`config.mk`:
```
export PLATFORM = sky130hd
export DESIGN_NAME = fault_interrupt_flags
export DESIGN_NICKNAME = d
export VERILOG_FILES = /design/src/hdl/fault_flags_pkg.sv /design/src/hdl/fault_interrupt_flags.sv /design/src/hdl/frame_checker.sv
export SDC_FILE = /design/constraint.sdc
export NUM_CORES = 1
export LEC_CHECK = 0
export BUFFER_PORTS_ARGS = -buffer_cell sky130_fd_sc_hd__buf_2
export CORE_AREA = 2 2 96 98
export DETAILED_ROUTE_END_ITERATION = 8
export DIE_AREA = 0 0 98 100
export GPL_TIMING_DRIVEN = 0
export PLACE_DENSITY = 0.84
export SLEW_MARGIN = 20
export SYNTH_ARGS = -nofsm -noshare
export SYNTH_HDL_FRONTEND = slang
export SYNTH_SLANG_ARGS = --single-unit
```
`constraint.sdc`:
```
create_clock -name CORE_CLK -period 3.7 [get_ports CORE_CLK]
set_clock_uncertainty 0.05 [all_clocks]
set_input_delay 0.37 -clock CORE_CLK [delete_from_list [all_inputs] [get_ports CORE_CLK]]
set_output_delay 0.37 -clock CORE_CLK [all_outputs]
set_load 0.02 [all_outputs]
```
`src/hdl/fault_flags_pkg.sv`:
```
// package: constants and carrier types for the fault interrupt flag block
// assumes one 100 MHz core clock and synchronous comparator inputs
package fault_flags_pkg;
  localparam int          NUM_CHANNELS     = 4;
  localparam int          FLAG_WIDTH       = 16;
  localparam int          OVC_LSB          = 8;
  localparam int          THSHDN_BIT       = 5;
  localparam int          THWRNG_BIT       = 4;
  localparam int          HV_LOW_BIT       = 3;
  localparam int          TMOUT_BIT        = 2;
  localparam logic [15:0] FLAGS_RESET      = 16'h0000;
  localparam logic [3:0]  POWER_RESET      = 4'h0;
  localparam int          FRAME_BITS_PLAIN = 24;
  localparam int          FRAME_BITS_CRC   = 32;
  localparam int          BITCNT_W         = 6;
  localparam logic [BITCNT_W-1:0] BITCNT_MAX = 6'h3f;
  localparam int          CLK_MHZ          = 100;
  localparam int          TMOUT_W          = 32;
  // default time-out in milliseconds
  localparam int          TMOUT_MS_DEFAULT = 100;

  typedef struct packed {
    logic [3:0] over_current;
    logic [3:0] volt_mode;
    logic       temp_over_shdn;
    logic       temp_over_warn;
    logic       temp_below_clear;
    logic       hv_supply_low;
  } sense_t;

  typedef struct packed {
    logic                frame_active;
    logic [BITCNT_W-1:0] bit_count;
    logic                good_frame;
  } frame_state_t;
endpackage

```
`src/hdl/fault_interrupt_flags.sv`:
```
// fault interrupt status flags: overcurrent, thermal, supply and serial time-out
// assumes synchronous comparator outputs and a read strobe from the serial front end
`timescale 1ns/1ps
module fault_interrupt_flags import fault_flags_pkg::*; (
  input  wire logic        CORE_CLK,
  input  wire logic        NRST,
  input  wire sense_t      SENSE,
  input  wire logic        OVERCURRENT_CLEAR_POLICY,
  input  wire logic        CRC_ENABLE,
  input  wire logic [31:0] TMOUT_CYCLES,
  input  wire logic        SPI_CS_N,
  input  wire logic        SPI_SCLK_RISE,
  input  wire logic        FLAGS_READ,
  input  wire logic        POWER_WRITE,
  input  wire logic [3:0]  POWER_WDATA,
  output logic [15:0]      FAULT_INTERRUPT_FLAGS,
  output logic [3:0]       CHANNEL_POWER_ENABLES,
  output logic [3:0]       AMP_ENABLE
);
  typedef struct packed {
    logic [3:0]         ovc;
    logic               thshdn;
    logic               thwrng;
    logic               hv_low;
    logic               tmout;
    logic [3:0]         power;
    logic [3:0]         amp;
    logic [TMOUT_W-1:0] count;
  } state_t;

  // amplifiers start powered, as the output register shows during reset
  localparam state_t st_reset = '{ovc: 4'h0, thshdn: 1'b0, thwrng: 1'b0, hv_low: 1'b0,
                                  tmout: 1'b0, power: POWER_RESET, amp: 4'hf,
                                  count: '0};

  state_t st_q;
  state_t st_d;
  logic   good_frame;
  logic   ovc_now;

  frame_checker u_frame (
    .clk        (CORE_CLK),
    .rst_n      (NRST),
    .cs_n       (SPI_CS_N),
    .sclk_rise  (SPI_SCLK_RISE),
    .crc_enable (CRC_ENABLE),
    .good_frame (good_frame)
  );

  always_comb begin
    st_d = st_q;
    ovc_now = 1'b0;
    if (POWER_WRITE) begin
      st_d.power = POWER_WDATA;
    end
    for (int ch = 0; ch < NUM_CHANNELS; ch++) begin
      ovc_now = SENSE.volt_mode[ch] && SENSE.over_current[ch];
      if (!OVERCURRENT_CLEAR_POLICY) begin
        st_d.ovc[ch] = ovc_now;
        st_d.amp[ch] = !ovc_now;
      end else begin
        if (ovc_now) begin
          st_d.ovc[ch] = 1'b1;
          st_d.amp[ch] = 1'b0;
        end else if (FLAGS_READ) begin
          st_d.ovc[ch] = 1'b0;
          st_d.amp[ch] = 1'b1;
        end
      end
    end
    if (SENSE.temp_over_shdn) begin
      st_d.thshdn = 1'b1;
      st_d.power = POWER_RESET;
    end else if (FLAGS_READ) begin
      st_d.thshdn = 1'b0;
    end
    if (SENSE.temp_over_warn) begin
      st_d.thwrng = 1'b1;
    end else if (SENSE.temp_below_clear) begin
      st_d.thwrng = 1'b0;
    end
    st_d.hv_low = SENSE.hv_supply_low;
    if (good_frame) begin
      st_d.count = '0;
    end else if (st_q.count < TMOUT_CYCLES) begin
      st_d.count = st_q.count + 32'h1;
    end
    if (!good_frame && st_q.count + 32'h1 >= TMOUT_CYCLES) begin
      st_d.tmout = 1'b1;
    end else if (FLAGS_READ) begin
      st_d.tmout = 1'b0;
    end
  end

  always_ff @(posedge CORE_CLK or negedge NRST) begin
    if (!NRST) begin
      st_q <= st_reset;
    end else begin
      st_q <= st_d;
    end
  end

  always_ff @(posedge CORE_CLK or negedge NRST) begin
    if (!NRST) begin
      FAULT_INTERRUPT_FLAGS <= FLAGS_RESET;
      CHANNEL_POWER_ENABLES <= POWER_RESET;
      AMP_ENABLE            <= 4'hf;
    end else begin
      FAULT_INTERRUPT_FLAGS                 <= FLAGS_RESET;
      FAULT_INTERRUPT_FLAGS[OVC_LSB+:4]     <= st_d.ovc;
      FAULT_INTERRUPT_FLAGS[THSHDN_BIT]     <= st_d.thshdn;
      FAULT_INTERRUPT_FLAGS[THWRNG_BIT]     <= st_d.thwrng;
      FAULT_INTERRUPT_FLAGS[HV_LOW_BIT]     <= st_d.hv_low;
      FAULT_INTERRUPT_FLAGS[TMOUT_BIT]      <= st_d.tmout;
      CHANNEL_POWER_ENABLES                 <= st_d.power;
      AMP_ENABLE                            <= st_d.amp;
    end
  end
endmodule

```
`src/hdl/frame_checker.sv`:
```
// frame checker: counts serial bits and judges each transaction at chip-select release
// assumes sclk_rise is a one-cycle pulse per bit and cs_n is synchronous
`timescale 1ns/1ps
module frame_checker import fault_flags_pkg::*; (
  input  wire logic clk,
  input  wire logic rst_n,
  input  wire logic cs_n,
  input  wire logic sclk_rise,
  input  wire logic crc_enable,
  output logic      good_frame
);
  frame_state_t st_q;
  frame_state_t st_d;
  logic [BITCNT_W-1:0] need;

  always_comb begin
    need = crc_enable ? BITCNT_W'(FRAME_BITS_CRC) : BITCNT_W'(FRAME_BITS_PLAIN);
    st_d = st_q;
    st_d.good_frame = 1'b0;
    if (!cs_n) begin
      if (!st_q.frame_active) begin
        st_d.frame_active = 1'b1;
        st_d.bit_count = '0;
      end
      // count from the cleared value when the first bit starts the frame
      if (sclk_rise && st_d.bit_count != BITCNT_MAX) begin
        st_d.bit_count = st_d.bit_count + 6'h01;
      end
    end else if (st_q.frame_active) begin
      st_d.frame_active = 1'b0;
      st_d.good_frame = (st_q.bit_count >= need);
    end
  end

  always_ff @(posedge clk or negedge rst_n) begin
    if (!rst_n) begin
      st_q <= '0;
    end else begin
      st_q <= st_d;
    end
  end

  assign good_frame = st_q.good_frame;
endmodule

```
== Word level (Yosys, flattened, before mapping) ==
Cells that the tools add are included.
Word-level totals
  output and inout port bits: 24
  register bits after elaboration: 63
  logic and storage cells: 75
Operators by class
  multiplexer cells: 38
  add/subtract/negate cells: 2
  reductions and logical operators: 13
  order comparisons: 3
  equal/unequal tests: 5
Operators by type and width (count)
  $mux W32: 2
  $add A32 B1 Y32 const B: 1
  $ge A32 B32 Y1: 1
  $lt A32 B32 Y1: 1
  $mux W1: 30
  $mux W6: 3
  $ne A3 B1 Y1 const B: 4
  $mux W4: 2
  $mux W7: 1
  $add A6 B1 Y6 const B: 1
  $ge A6 B6 Y1: 1
  $logic_and A1 B1 Y1: 6
  $ne A6 B6 Y1 const B: 1
  $logic_not A1 Y1: 5
  $reduce_bool A2 Y1: 2

== Depth between registers and ports, before layout ==
Gate-level depths: netlist of the first run.
  depth in word-level cells: 5
  mapped depth: 13
  gate-level depth less buffers: 12

== Modules after synthesis ==
A second synthesis of the first run with hierarchy kept.
Unflattened totals
  cell total of the unflattened synthesis: 538
  area total of the unflattened synthesis: 4863.4 µm²
By module, submodules not included
  fault_interrupt_flags: cells each 481, instances 1, area an instance 4337.9 µm², seq. area each 1206.2 µm²
  frame_checker: cells each 57, instances 1, area an instance 525.5 µm², seq. area each 200.2 µm²

== Worst setup path after synthesis of the first run ==
Ideal clock, no wire load.
  path kind: flip-flop to flip-flop
  start: reg st_q[2] (netlist bit)
  end: reg FAULT_INTERRUPT_FLAGS[2]
  arrival time: 2.498 ns
  slack: 1.021 ns
  setup time: 0.132 ns
  cell stages (with the launch flop): 14
  data required time: 3.518 ns
  path buffers: 1
  path through: dfrtp_1 > and3_1 > buf_4 > and3_1 > and2_1 > nand2_1 > xnor2_1 > ha_1 > a21o_1 > a21o_1 > a221oi_1 > o31ai_1 > a211oi_1 > o31ai_1
RTL lines
  from (decl): line fault_interrupt_flags.sv:36  | state_t st_q;
  from (signal assigned): line fault_interrupt_flags.sv:97  | st_q <= st_reset;
  from (signal assigned): line fault_interrupt_flags.sv:99  | st_q <= st_d;
  to (signal, indexed assignment): line fault_interrupt_flags.sv:110  | FAULT_INTERRUPT_FLAGS[OVC_LSB+:4] <= st_d.ovc;
  to (signal, indexed assignment): line fault_interrupt_flags.sv:111  | FAULT_INTERRUPT_FLAGS[THSHDN_BIT] <= st_d.thshdn;
  to (signal, indexed assignment): line fault_interrupt_flags.sv:112  | FAULT_INTERRUPT_FLAGS[THWRNG_BIT] <= st_d.thwrng;
  to (decl): line fault_interrupt_flags.sv:16  | output logic [15:0] FAULT_INTERRUPT_FLAGS,

==> run_summary.xml, run 1 <==
<?xml version="1.0" encoding="UTF-8"?>
<metrics>
  <group name="floorplanning">
    <metric name="io-pin-count" unit="">80</metric>
    <metric name="num_rows" unit="">35</metric>
    <metric name="die_w" unit="um">98</metric>
    <metric name="design.core.area" unit="um^2">8890</metric>
    <metric name="start_util" unit="%">54.4</metric>
    <metric name="dieArea" unit="um^2">9800</metric>
    <metric name="floorplan.die.height" unit="um">100</metric>
  </group>
  <group name="grt">
    <metric name="wire_length_of_the_first_global_routing_pass" unit="um">19300</metric>
    <metric name="antenna_found_initial" unit="">0</metric>
    <metric name="grt_pass1_vias" unit="">4392</metric>
    <metric name="gr-usage-all-layers" unit="%">23.4</metric>
    <metric name="grt_max_degree" unit="">57</metric>
    <metric name="grt.overflow.total" unit="">0</metric>
  </group>
  <group name="sta">
    <metric name="max_clock_freq" unit="MHz">299</metric>
    <metric name="unrepaired_setup_endpoints_after_global_routing" unit="">false</metric>
    <metric name="max_slew.worst_pin.slew" unit="ps">737</metric>
    <metric name="hold-worst-slack" unit="ps">38.8</metric>
    <metric name="slew_violations" unit="">0</metric>
    <metric name="maxSlewHeadroom" unit="%">50.9</metric>
    <metric name="timing.setup.tns" unit="ps">0</metric>
    <metric name="setup_violations" unit="">0</metric>
    <metric name="fin_crit" unit="ps">3350</metric>
    <metric name="finalHoldViolations" unit="">0</metric>
    <metric name="final.period_utilization" unit="%">90.5</metric>
  </group>
  <group name="clock_network">
    <metric name="ctsHoldBuffers" unit="">0</metric>
    <metric name="setup_bufs_post_cts" unit="">0</metric>
    <metric name="clock_tree_from_tritoncts" unit="">done</metric>
    <metric name="source_to_sink_clock_delay_at_the_later_pin_of_the_worst_skew_pair" unit="ps">320</metric>
    <metric name="cts.repair.resized" unit="">0</metric>
    <metric name="ctsHtreeMaxLevel" unit="">2</metric>
    <metric name="tritoncts_num_sinks" unit="">56</metric>
    <metric name="clk_root_buffer_cell" unit="">sky130_fd_sc_hd__clkbuf_8</metric>
    <metric name="clkTransAtPathRegs" unit="ps">110</metric>
    <metric name="cts_buffer_depth" unit="">2</metric>
    <metric name="cts_buffers" unit="">5</metric>
  </group>
  <group name="route">
    <metric name="firstDrtPassIters" unit="">5</metric>
    <metric name="vias_per_cell" unit="">5.99</metric>
    <metric name="dr_total_vias" unit="">4429</metric>
    <metric name="remaining_drc_errors" unit="">0</metric>
    <metric name="detail-route-antenna-nets" unit="">0</metric>
    <metric name="wire_per_inst" unit="um">15.6</metric>
    <metric name="detailedRoute.firstIterationViolations" unit="">280</metric>
    <metric name="route.final.wire_length" unit="um">11500</metric>
  </group>
  <group name="layout">
    <metric name="multiInputGateArea" unit="um^2">3060</metric>
    <metric name="fraction_of_final_layout_cells_with_drive_strength_greater_than_1" unit="%">19.3</metric>
    <metric name="layout-area-overhead-vs-synth" unit="%">12.6</metric>
    <metric name="seq_area" unit="um^2">1410</metric>
    <metric name="design.final.nets" unit="">752</metric>
    <metric name="antennaDiodeCount" unit="">0</metric>
    <metric name="fill_cells" unit="">750</metric>
  </group>
  <group name="power_and_ir_drop">
    <metric name="power-per-cell-area" unit="nW/um^2">374</metric>
    <metric name="share_seq_of_total_power" unit="%">42.8</metric>
    <metric name="pwr-share-comb" unit="%">39.2</metric>
    <metric name="netSwitchingFraction" unit="%">40.0</metric>
    <metric name="cell_internal_pwr" unit="mW">1.22</metric>
    <metric name="static_leakage_power" unit="nW">2.72</metric>
    <metric name="net-switching-power" unit="mW">0.814</metric>
    <metric name="max-vdd-ir-drop" unit="mV">0.245</metric>
    <metric name="pwr-share-clk" unit="%">18.0</metric>
  </group>
  <group name="synth">
    <metric name="ys.flop_type" unit="">sky130_fd_sc_hd__dfrtp_1</metric>
    <metric name="synth-seq-cells" unit="">56</metric>
    <metric name="synthesis.yosys.warnings" unit="">0</metric>
    <metric name="ys_types" unit="">58</metric>
    <metric name="synth_most_common_cell" unit="">sky130_fd_sc_hd__ha_1</metric>
    <metric name="netlist_instances" unit="">544</metric>
    <metric name="asyncSetResetFlopFracSynth" unit="%">100</metric>
    <metric name="avgSynthCellArea" unit="um^2">8.89</metric>
    <metric name="post-synth-top-area-cell" unit="">sky130_fd_sc_hd__dfrtp_1</metric>
    <metric name="number_of_flops_mapped_to_enable_cells_by_yosys" unit="">0</metric>
    <metric name="yosysTopAreaCellShare" unit="%">26.9</metric>
    <metric name="syn_area" unit="um^2">4840</metric>
    <metric name="netlist_top_cells_count" unit="">69 x sky130_fd_sc_hd__ha_1, 59 x sky130_fd_sc_hd__a21oi_1, 52 x sky130_fd_sc_hd__dfrtp_1</metric>
    <metric name="ys_top_cells_by_area" unit="">sky130_fd_sc_hd__dfrtp_1 27%, sky130_fd_sc_hd__ha_1 18%, sky130_fd_sc_hd__a21oi_1 6.1%</metric>
    <metric name="yosysSeqAreaShare" unit="%">29.1</metric>
  </group>
  <group name="critical_path">
    <metric name="crit_path_end_kind" unit="">flop</metric>
    <metric name="cp_class" unit="">reg2reg</metric>
    <metric name="critical_path_peak_fanout" unit="">8</metric>
    <metric name="kind_of_start_point_of_the_critical_path" unit="">flop</metric>
    <metric name="arrival_time_of_data_at_the_critical_path_endpoint" unit="ps">3500</metric>
    <metric name="crit_required" unit="ps">3850</metric>
  </group>
  <group name="min_path">
    <metric name="class_of_the_most_critical_hold_timing_path" unit="">in2async</metric>
  </group>
  <group name="placed_design">
    <metric name="io_buffer_count" unit="">69</metric>
    <metric name="dp.final_hpwl" unit="um">9040</metric>
    <metric name="globalplace.congestion" unit="">0.885</metric>
  </group>
  <group name="outcome">
    <metric name="status" unit="">finished, final reports clean</metric>
  </group>
  <group name="job">
    <metric name="maxCapViolCount" unit="">0</metric>
  </group>
</metrics>
[worst max-delay path, stage by stage (launching register included)]
cell and delay (ps):
sky130_fd_sc_hd__dfrtp_1 550, sky130_fd_sc_hd__and3_1 210, sky130_fd_sc_hd__buf_4 140, sky130_fd_sc_hd__and3_1 220, sky130_fd_sc_hd__and2_1 200, sky130_fd_sc_hd__nand2_1 110, sky130_fd_sc_hd__xnor2_1 160, sky130_fd_sc_hd__ha_1 300
sky130_fd_sc_hd__a21o_1 180, sky130_fd_sc_hd__a21o_1 170, sky130_fd_sc_hd__a221oi_1 300, sky130_fd_sc_hd__o31ai_1 200, sky130_fd_sc_hd__a211oi_1 350, sky130_fd_sc_hd__o31ai_1 100
[power groups by stage]
stage	logic, mW	clock network [mW]	registers (mW)
floorplan	0.587	0	0.831
global placement	0.737	0	0.866
detailed placement	0.794	0	0.876
CTS	0.799	0.366	0.866
global route	0.909	0.384	0.888
finish	0.798	0.366	0.872
[cells in the final DEF (no fill, tap or decap), drive strengths merged, types with 7 or more instances in the layout]
| cell type | netlist | layout |
|---|---|---|
| a21o | 11 | 11 |
| a21oi | 59 | 59 |
| buf | 28 | 97 |
| clkbuf | 14 | 19 |
| conb | 1 | 8 |
| dfrtp | 52 | 52 |
| ha | 69 | 69 |
| inv | 39 | 40 |
| nand2 | 37 | 37 |
| nand3 | 20 | 20 |
| nand4 | 15 | 15 |
| nor2 | 20 | 20 |
| o21ai | 18 | 18 |
| o31ai | 28 | 28 |
| or3 | 7 | 7 |
| or4 | 27 | 27 |
| xnor2 | 28 | 28 |
[sequential cells by signal, indices dropped and copies added (netlist names)]
register	count
CHANNEL_POWER_ENABLES	4
st_q	35
AMP_ENABLE	4
FAULT_INTERRUPT_FLAGS	5
u_frame.st_q	7
u_frame.good_frame	1
[through the flow]
step,cells,instance area (um^2),worst slack (ps),power (mW),util (%)
after CTS,739,5450,326,2.03,61.3
after floorplan,551,4860,1020,1.42,-
after global placement,731,5350,407,1.60,60.1
after detailed placement,731,5350,349,1.67,60.2
final,739,5450,351,2.04,61.3
after global routing,739,5450,194,2.18,61.3
[layout make-up]
type	count	share of cell area, %
sequential	56	25.8
clock buffer	5	1.26
timing repair buffer	69	6.39
clock inverter	3	0.506
tap	111	2.55
buffer	42	4.62
multi-input combinational	414	56.2
inverter	39	2.69
[kinds of logic after synthesis]
group	count (synthesis)	synth area share [%]
DFF	56	29.1
xor gates and xnor gates	32	5.80
and+or+nand+nor	161	19.8
muxes	5	1.06
other	1	0.0775
AOI/OAI and AO/OA	139	18.1
buffers and inverters	81	8.23
adders and majority gates	69	17.9
[final timing paths]
kind                                       endpoint  slack (ps)                startpoint  depth (start not counted)
max in group asynchronous                  st_q[26]        3060                      NRST                          1
setup / recovery           FAULT_INTERRUPT_FLAGS[2]         350                   st_q[2]                         13
hold reg to reg            FAULT_INTERRUPT_FLAGS[4]         440  FAULT_INTERRUPT_FLAGS[4]                          1
setup reg to reg           FAULT_INTERRUPT_FLAGS[2]         350                   st_q[2]                         13
min in group CORE_CLK      FAULT_INTERRUPT_FLAGS[3]          90                  SENSE[0]                          1
hold / removal                             st_q[11]          40                      NRST                          1
[layer usage]
| metal | track usage [%] | vias up | part of all wire, % |
|---|---|---|---|
| li1 | - | 2147 | - |
| met1 | 29.5 | 2076 | 41 |
| met2 | 41.1 | 175 | 50 |
| met3 | 3.20 | 31 | 6.4 |
| met4 | 8.55 | 0 | 2.3 |
| met5 | 0 | - | 0 |
No activity file was read; power rests on OpenSTA's default activity.
==> inputs of run 2 (changes only) <==
RECOVER_POWER = 50   (was not set)
==> run 2 against run 1 <==
Compared with the run above:
- count of clock-buffer cells in the layout unchanged
- maximum frequency shrank 0.15%
- first-iteration DRC count up 0.36%
- the flow now finishes with violations (max-capacitance violations, max-slew violations)
- clock power about the same
- die area stayed put
==> run_summary.xml, run 2 (same netlist as run 1, synthesis figures left out) <==
<?xml version="1.0" encoding="UTF-8"?>
<metrics>
  <group name="power_and_ir_drop">
    <metric name="net-switching-power" unit="mW">0.816</metric>
    <metric name="pwr-share-comb" unit="%">39.2</metric>
    <metric name="pwr-share-clk" unit="%">18.0</metric>
    <metric name="totalPowerFinal" unit="mW">2.04</metric>
    <metric name="netSwitchingFraction" unit="%">40.1</metric>
    <metric name="cell_internal_pwr" unit="mW">1.22</metric>
    <metric name="max-vdd-ir-drop" unit="mV">0.246</metric>
    <metric name="share_seq_of_total_power" unit="%">42.8</metric>
    <metric name="power-per-cell-area" unit="nW/um^2">374</metric>
    <metric name="static_leakage_power" unit="nW">2.71</metric>
  </group>
  <group name="layout">
    <metric name="fill_cells" unit="">750</metric>
    <metric name="largest_register_ff_count" unit="">35</metric>
    <metric name="layout_common_cells" unit="">70 x sky130_fd_sc_hd__buf_2, 69 x sky130_fd_sc_hd__ha_1, 59 x sky130_fd_sc_hd__a21oi_1</metric>
    <metric name="top_regs" unit="">st_q x35, u_frame.st_q x7, FAULT_INTERRUPT_FLAGS x5</metric>
    <metric name="design_area" unit="um^2">5440</metric>
    <metric name="layout_commonest_cell" unit="">sky130_fd_sc_hd__buf_2</metric>
    <metric name="design.final.nets" unit="">752</metric>
    <metric name="layout-area-overhead-vs-synth" unit="%">12.5</metric>
    <metric name="post_layout_nonfiller_instances" unit="">739</metric>
    <metric name="top_register" unit="">st_q</metric>
    <metric name="antennaDiodeCount" unit="">0</metric>
    <metric name="fraction_of_final_layout_cells_with_drive_strength_greater_than_1" unit="%">18.9</metric>
    <metric name="final_util" unit="%">61.2</metric>
  </group>
  <group name="placed_design">
    <metric name="globalplace.congestion" unit="">0.885</metric>
    <metric name="placedInstanceArea" unit="um^2">5350</metric>
    <metric name="post-place-cells" unit="">731</metric>
    <metric name="dp.final_hpwl" unit="um">9040</metric>
    <metric name="io_buffer_count" unit="">69</metric>
    <metric name="place_worst_setup_slack" unit="ps">349</metric>
  </group>
  <group name="route">
    <metric name="route.final.wire_length" unit="um">11600</metric>
    <metric name="vias_per_cell" unit="">5.98</metric>
    <metric name="met3_wirelength" unit="um">708</metric>
    <metric name="detail-route-antenna-nets" unit="">0</metric>
    <metric name="dr.max_layer_used" unit="">met4</metric>
    <metric name="remaining_drc_errors" unit="">0</metric>
    <metric name="dr_total_vias" unit="">4420</metric>
    <metric name="dr_wl_met2" unit="um">5750</metric>
    <metric name="wire_per_inst" unit="um">15.7</metric>
    <metric name="detail_route.wirelength.met1" unit="um">4850</metric>
    <metric name="detailedRoute.firstIterationViolations" unit="">281</metric>
    <metric name="firstDrtPassIters" unit="">5</metric>
  </group>
  <group name="sta">
    <metric name="hold-worst-slack" unit="ps">93.3</metric>
    <metric name="finalHoldViolations" unit="">0</metric>
    <metric name="max_slew.worst_pin.slew" unit="ps">3080</metric>
    <metric name="unrepaired_setup_endpoints_after_global_routing" unit="">false</metric>
    <metric name="final.period_utilization" unit="%">90.7</metric>
    <metric name="max_clock_freq" unit="MHz">298</metric>
    <metric name="fin_crit" unit="ps">3350</metric>
    <metric name="maxSlewHeadroom" unit="%">-105</metric>
    <metric name="timing.setup.tns" unit="ps">0</metric>
    <metric name="slew_violations" unit="">57</metric>
    <metric name="worst_setup_slack_final" unit="ps">346</metric>
    <metric name="setup_violations" unit="">0</metric>
  </group>
  <group name="critical_path">
    <metric name="cp_class" unit="">reg2reg</metric>
    <metric name="crit_required" unit="ps">3850</metric>
    <metric name="kind_of_start_point_of_the_critical_path" unit="">flop</metric>
    <metric name="crit_path_end_kind" unit="">flop</metric>
    <metric name="critical_path_peak_fanout" unit="">8</metric>
    <metric name="arrival_time_of_data_at_the_critical_path_endpoint" unit="ps">3500</metric>
    <metric name="crit_path_max_incr_delay" unit="ps">550</metric>
    <metric name="timing.critical_path.cells" unit="">and3_1 -&gt; buf_4 -&gt; and3_1 -&gt; and2_1 -&gt; nand2_1 -&gt; xnor2_1 -&gt; ha_1 -&gt; a21o_1 -&gt; a21o_1 -&gt; a221oi_1 -&gt; o31ai_1 -&gt; a211oi_1 -&gt; o31ai_1</metric>
    <metric name="critical_path.slowest_cell" unit="">sky130_fd_sc_hd__dfrtp_1</metric>
  </group>
  <group name="floorplanning">
    <metric name="die_w" unit="um">98</metric>
    <metric name="start_util" unit="%">54.4</metric>
    <metric name="dieArea" unit="um^2">9800</metric>
    <metric name="floorplan.die.height" unit="um">100</metric>
    <metric name="design.core.area" unit="um^2">8890</metric>
    <metric name="num_rows" unit="">35</metric>
    <metric name="io-pin-count" unit="">80</metric>
  </group>
  <group name="grt">
    <metric name="grt.overflow.total" unit="">0</metric>
    <metric name="grt_max_degree" unit="">57</metric>
    <metric name="grt_pass1_vias" unit="">4392</metric>
    <metric name="antenna_found_initial" unit="">0</metric>
    <metric name="gr-usage-all-layers" unit="%">23.4</metric>
    <metric name="wire_length_of_the_first_global_routing_pass" unit="um">19300</metric>
  </group>
  <group name="clock_network">
    <metric name="ctsHoldBuffers" unit="">0</metric>
    <metric name="clkTransAtPathRegs" unit="ps">120</metric>
    <metric name="cts_buffer_depth" unit="">2</metric>
    <metric name="clk_root_buffer_cell" unit="">sky130_fd_sc_hd__clkbuf_8</metric>
    <metric name="setup_bufs_post_cts" unit="">0</metric>
    <metric name="clock_tree_from_tritoncts" unit="">done</metric>
    <metric name="tritoncts_num_sinks" unit="">56</metric>
    <metric name="ctsHtreeMaxLevel" unit="">2</metric>
    <metric name="cts.repair.resized" unit="">0</metric>
    <metric name="cts_buffers" unit="">5</metric>
    <metric name="source_to_sink_clock_delay_at_the_later_pin_of_the_worst_skew_pair" unit="ps">320</metric>
  </group>
  <group name="outcome">
    <metric name="status" unit="">finished, violations left</metric>
    <metric name="failed_checks" unit="">max-capacitance violations, max-slew violations</metric>
  </group>
  <group name="min_path">
    <metric name="class_of_the_most_critical_hold_timing_path" unit="">in2reg</metric>
  </group>
  <group name="job">
    <metric name="maxCapViolCount" unit="">1</metric>
  </group>
</metrics>
## run 2: cell count changes in the layout (fill, tap and decap cells not counted)
cell	change
sky130_fd_sc_hd__buf_2	-1
sky130_fd_sc_hd__buf_4	-1
sky130_fd_sc_hd__clkbuf_1	+2
## run 2: critical path, delay by kind of cell, from the launching register on
family / cells / cell delay [ps]
AO/OA/AOI/OAI: 6 / 1300
AND/OR/NAND/NOR: 4 / 740
flip-flops: 1 / 550
XOR/XNOR: 1 / 160
buffers and inverters: 1 / 140
adder cells (fa/ha/maj): 1 / 300
## run 2: final timing paths
check,slack [ps],end,cells after the start,startpoint
setup reg to reg,350,FAULT_INTERRUPT_FLAGS[2],13,st_q[2]
hold reg to reg,440,FAULT_INTERRUPT_FLAGS[4],1,FAULT_INTERRUPT_FLAGS[4]
hold / removal,90,FAULT_INTERRUPT_FLAGS[3],1,SENSE[0]
setup / recovery,350,FAULT_INTERRUPT_FLAGS[2],13,st_q[2]
min in group asynchronous,990,st_q[11],1,NRST
max in group asynchronous,860,st_q[24],1,NRST
## run 2: layout make-up
type	instances	area, um^2	share of cell area [%]
Multi-Input combinational cell	414	3060	56.2
Buffer	42	251	4.62
Inverter	39	146	2.69
Timing Repair Buffer	69	343	6.30
Sequential cell	56	1410	25.9
Clock inverter	3	27.5	0.506
Tap cell	111	139	2.55
Clock buffer	5	68.8	1.26
## run 2: layer usage
metal | vias up | GRT usage [%]
met4 | 0 | 8.55
met3 | 28 | 3.20
met2 | 168 | 41.1
met1 | 2077 | 29.5
li1 | 2147 | -
met5 | - | 0
## run 2: power by group through the flow
| stage | sequential (mW) | clock, mW | combinational, mW |
|---|---|---|---|
| final | 0.872 | 0.366 | 0.798 |
| after global routing | 0.888 | 0.384 | 0.908 |
| after CTS | 0.866 | 0.366 | 0.799 |
| after detailed placement | 0.876 | 0 | 0.794 |
| after global placement | 0.866 | 0 | 0.737 |
| after floorplan | 0.831 | 0 | 0.587 |
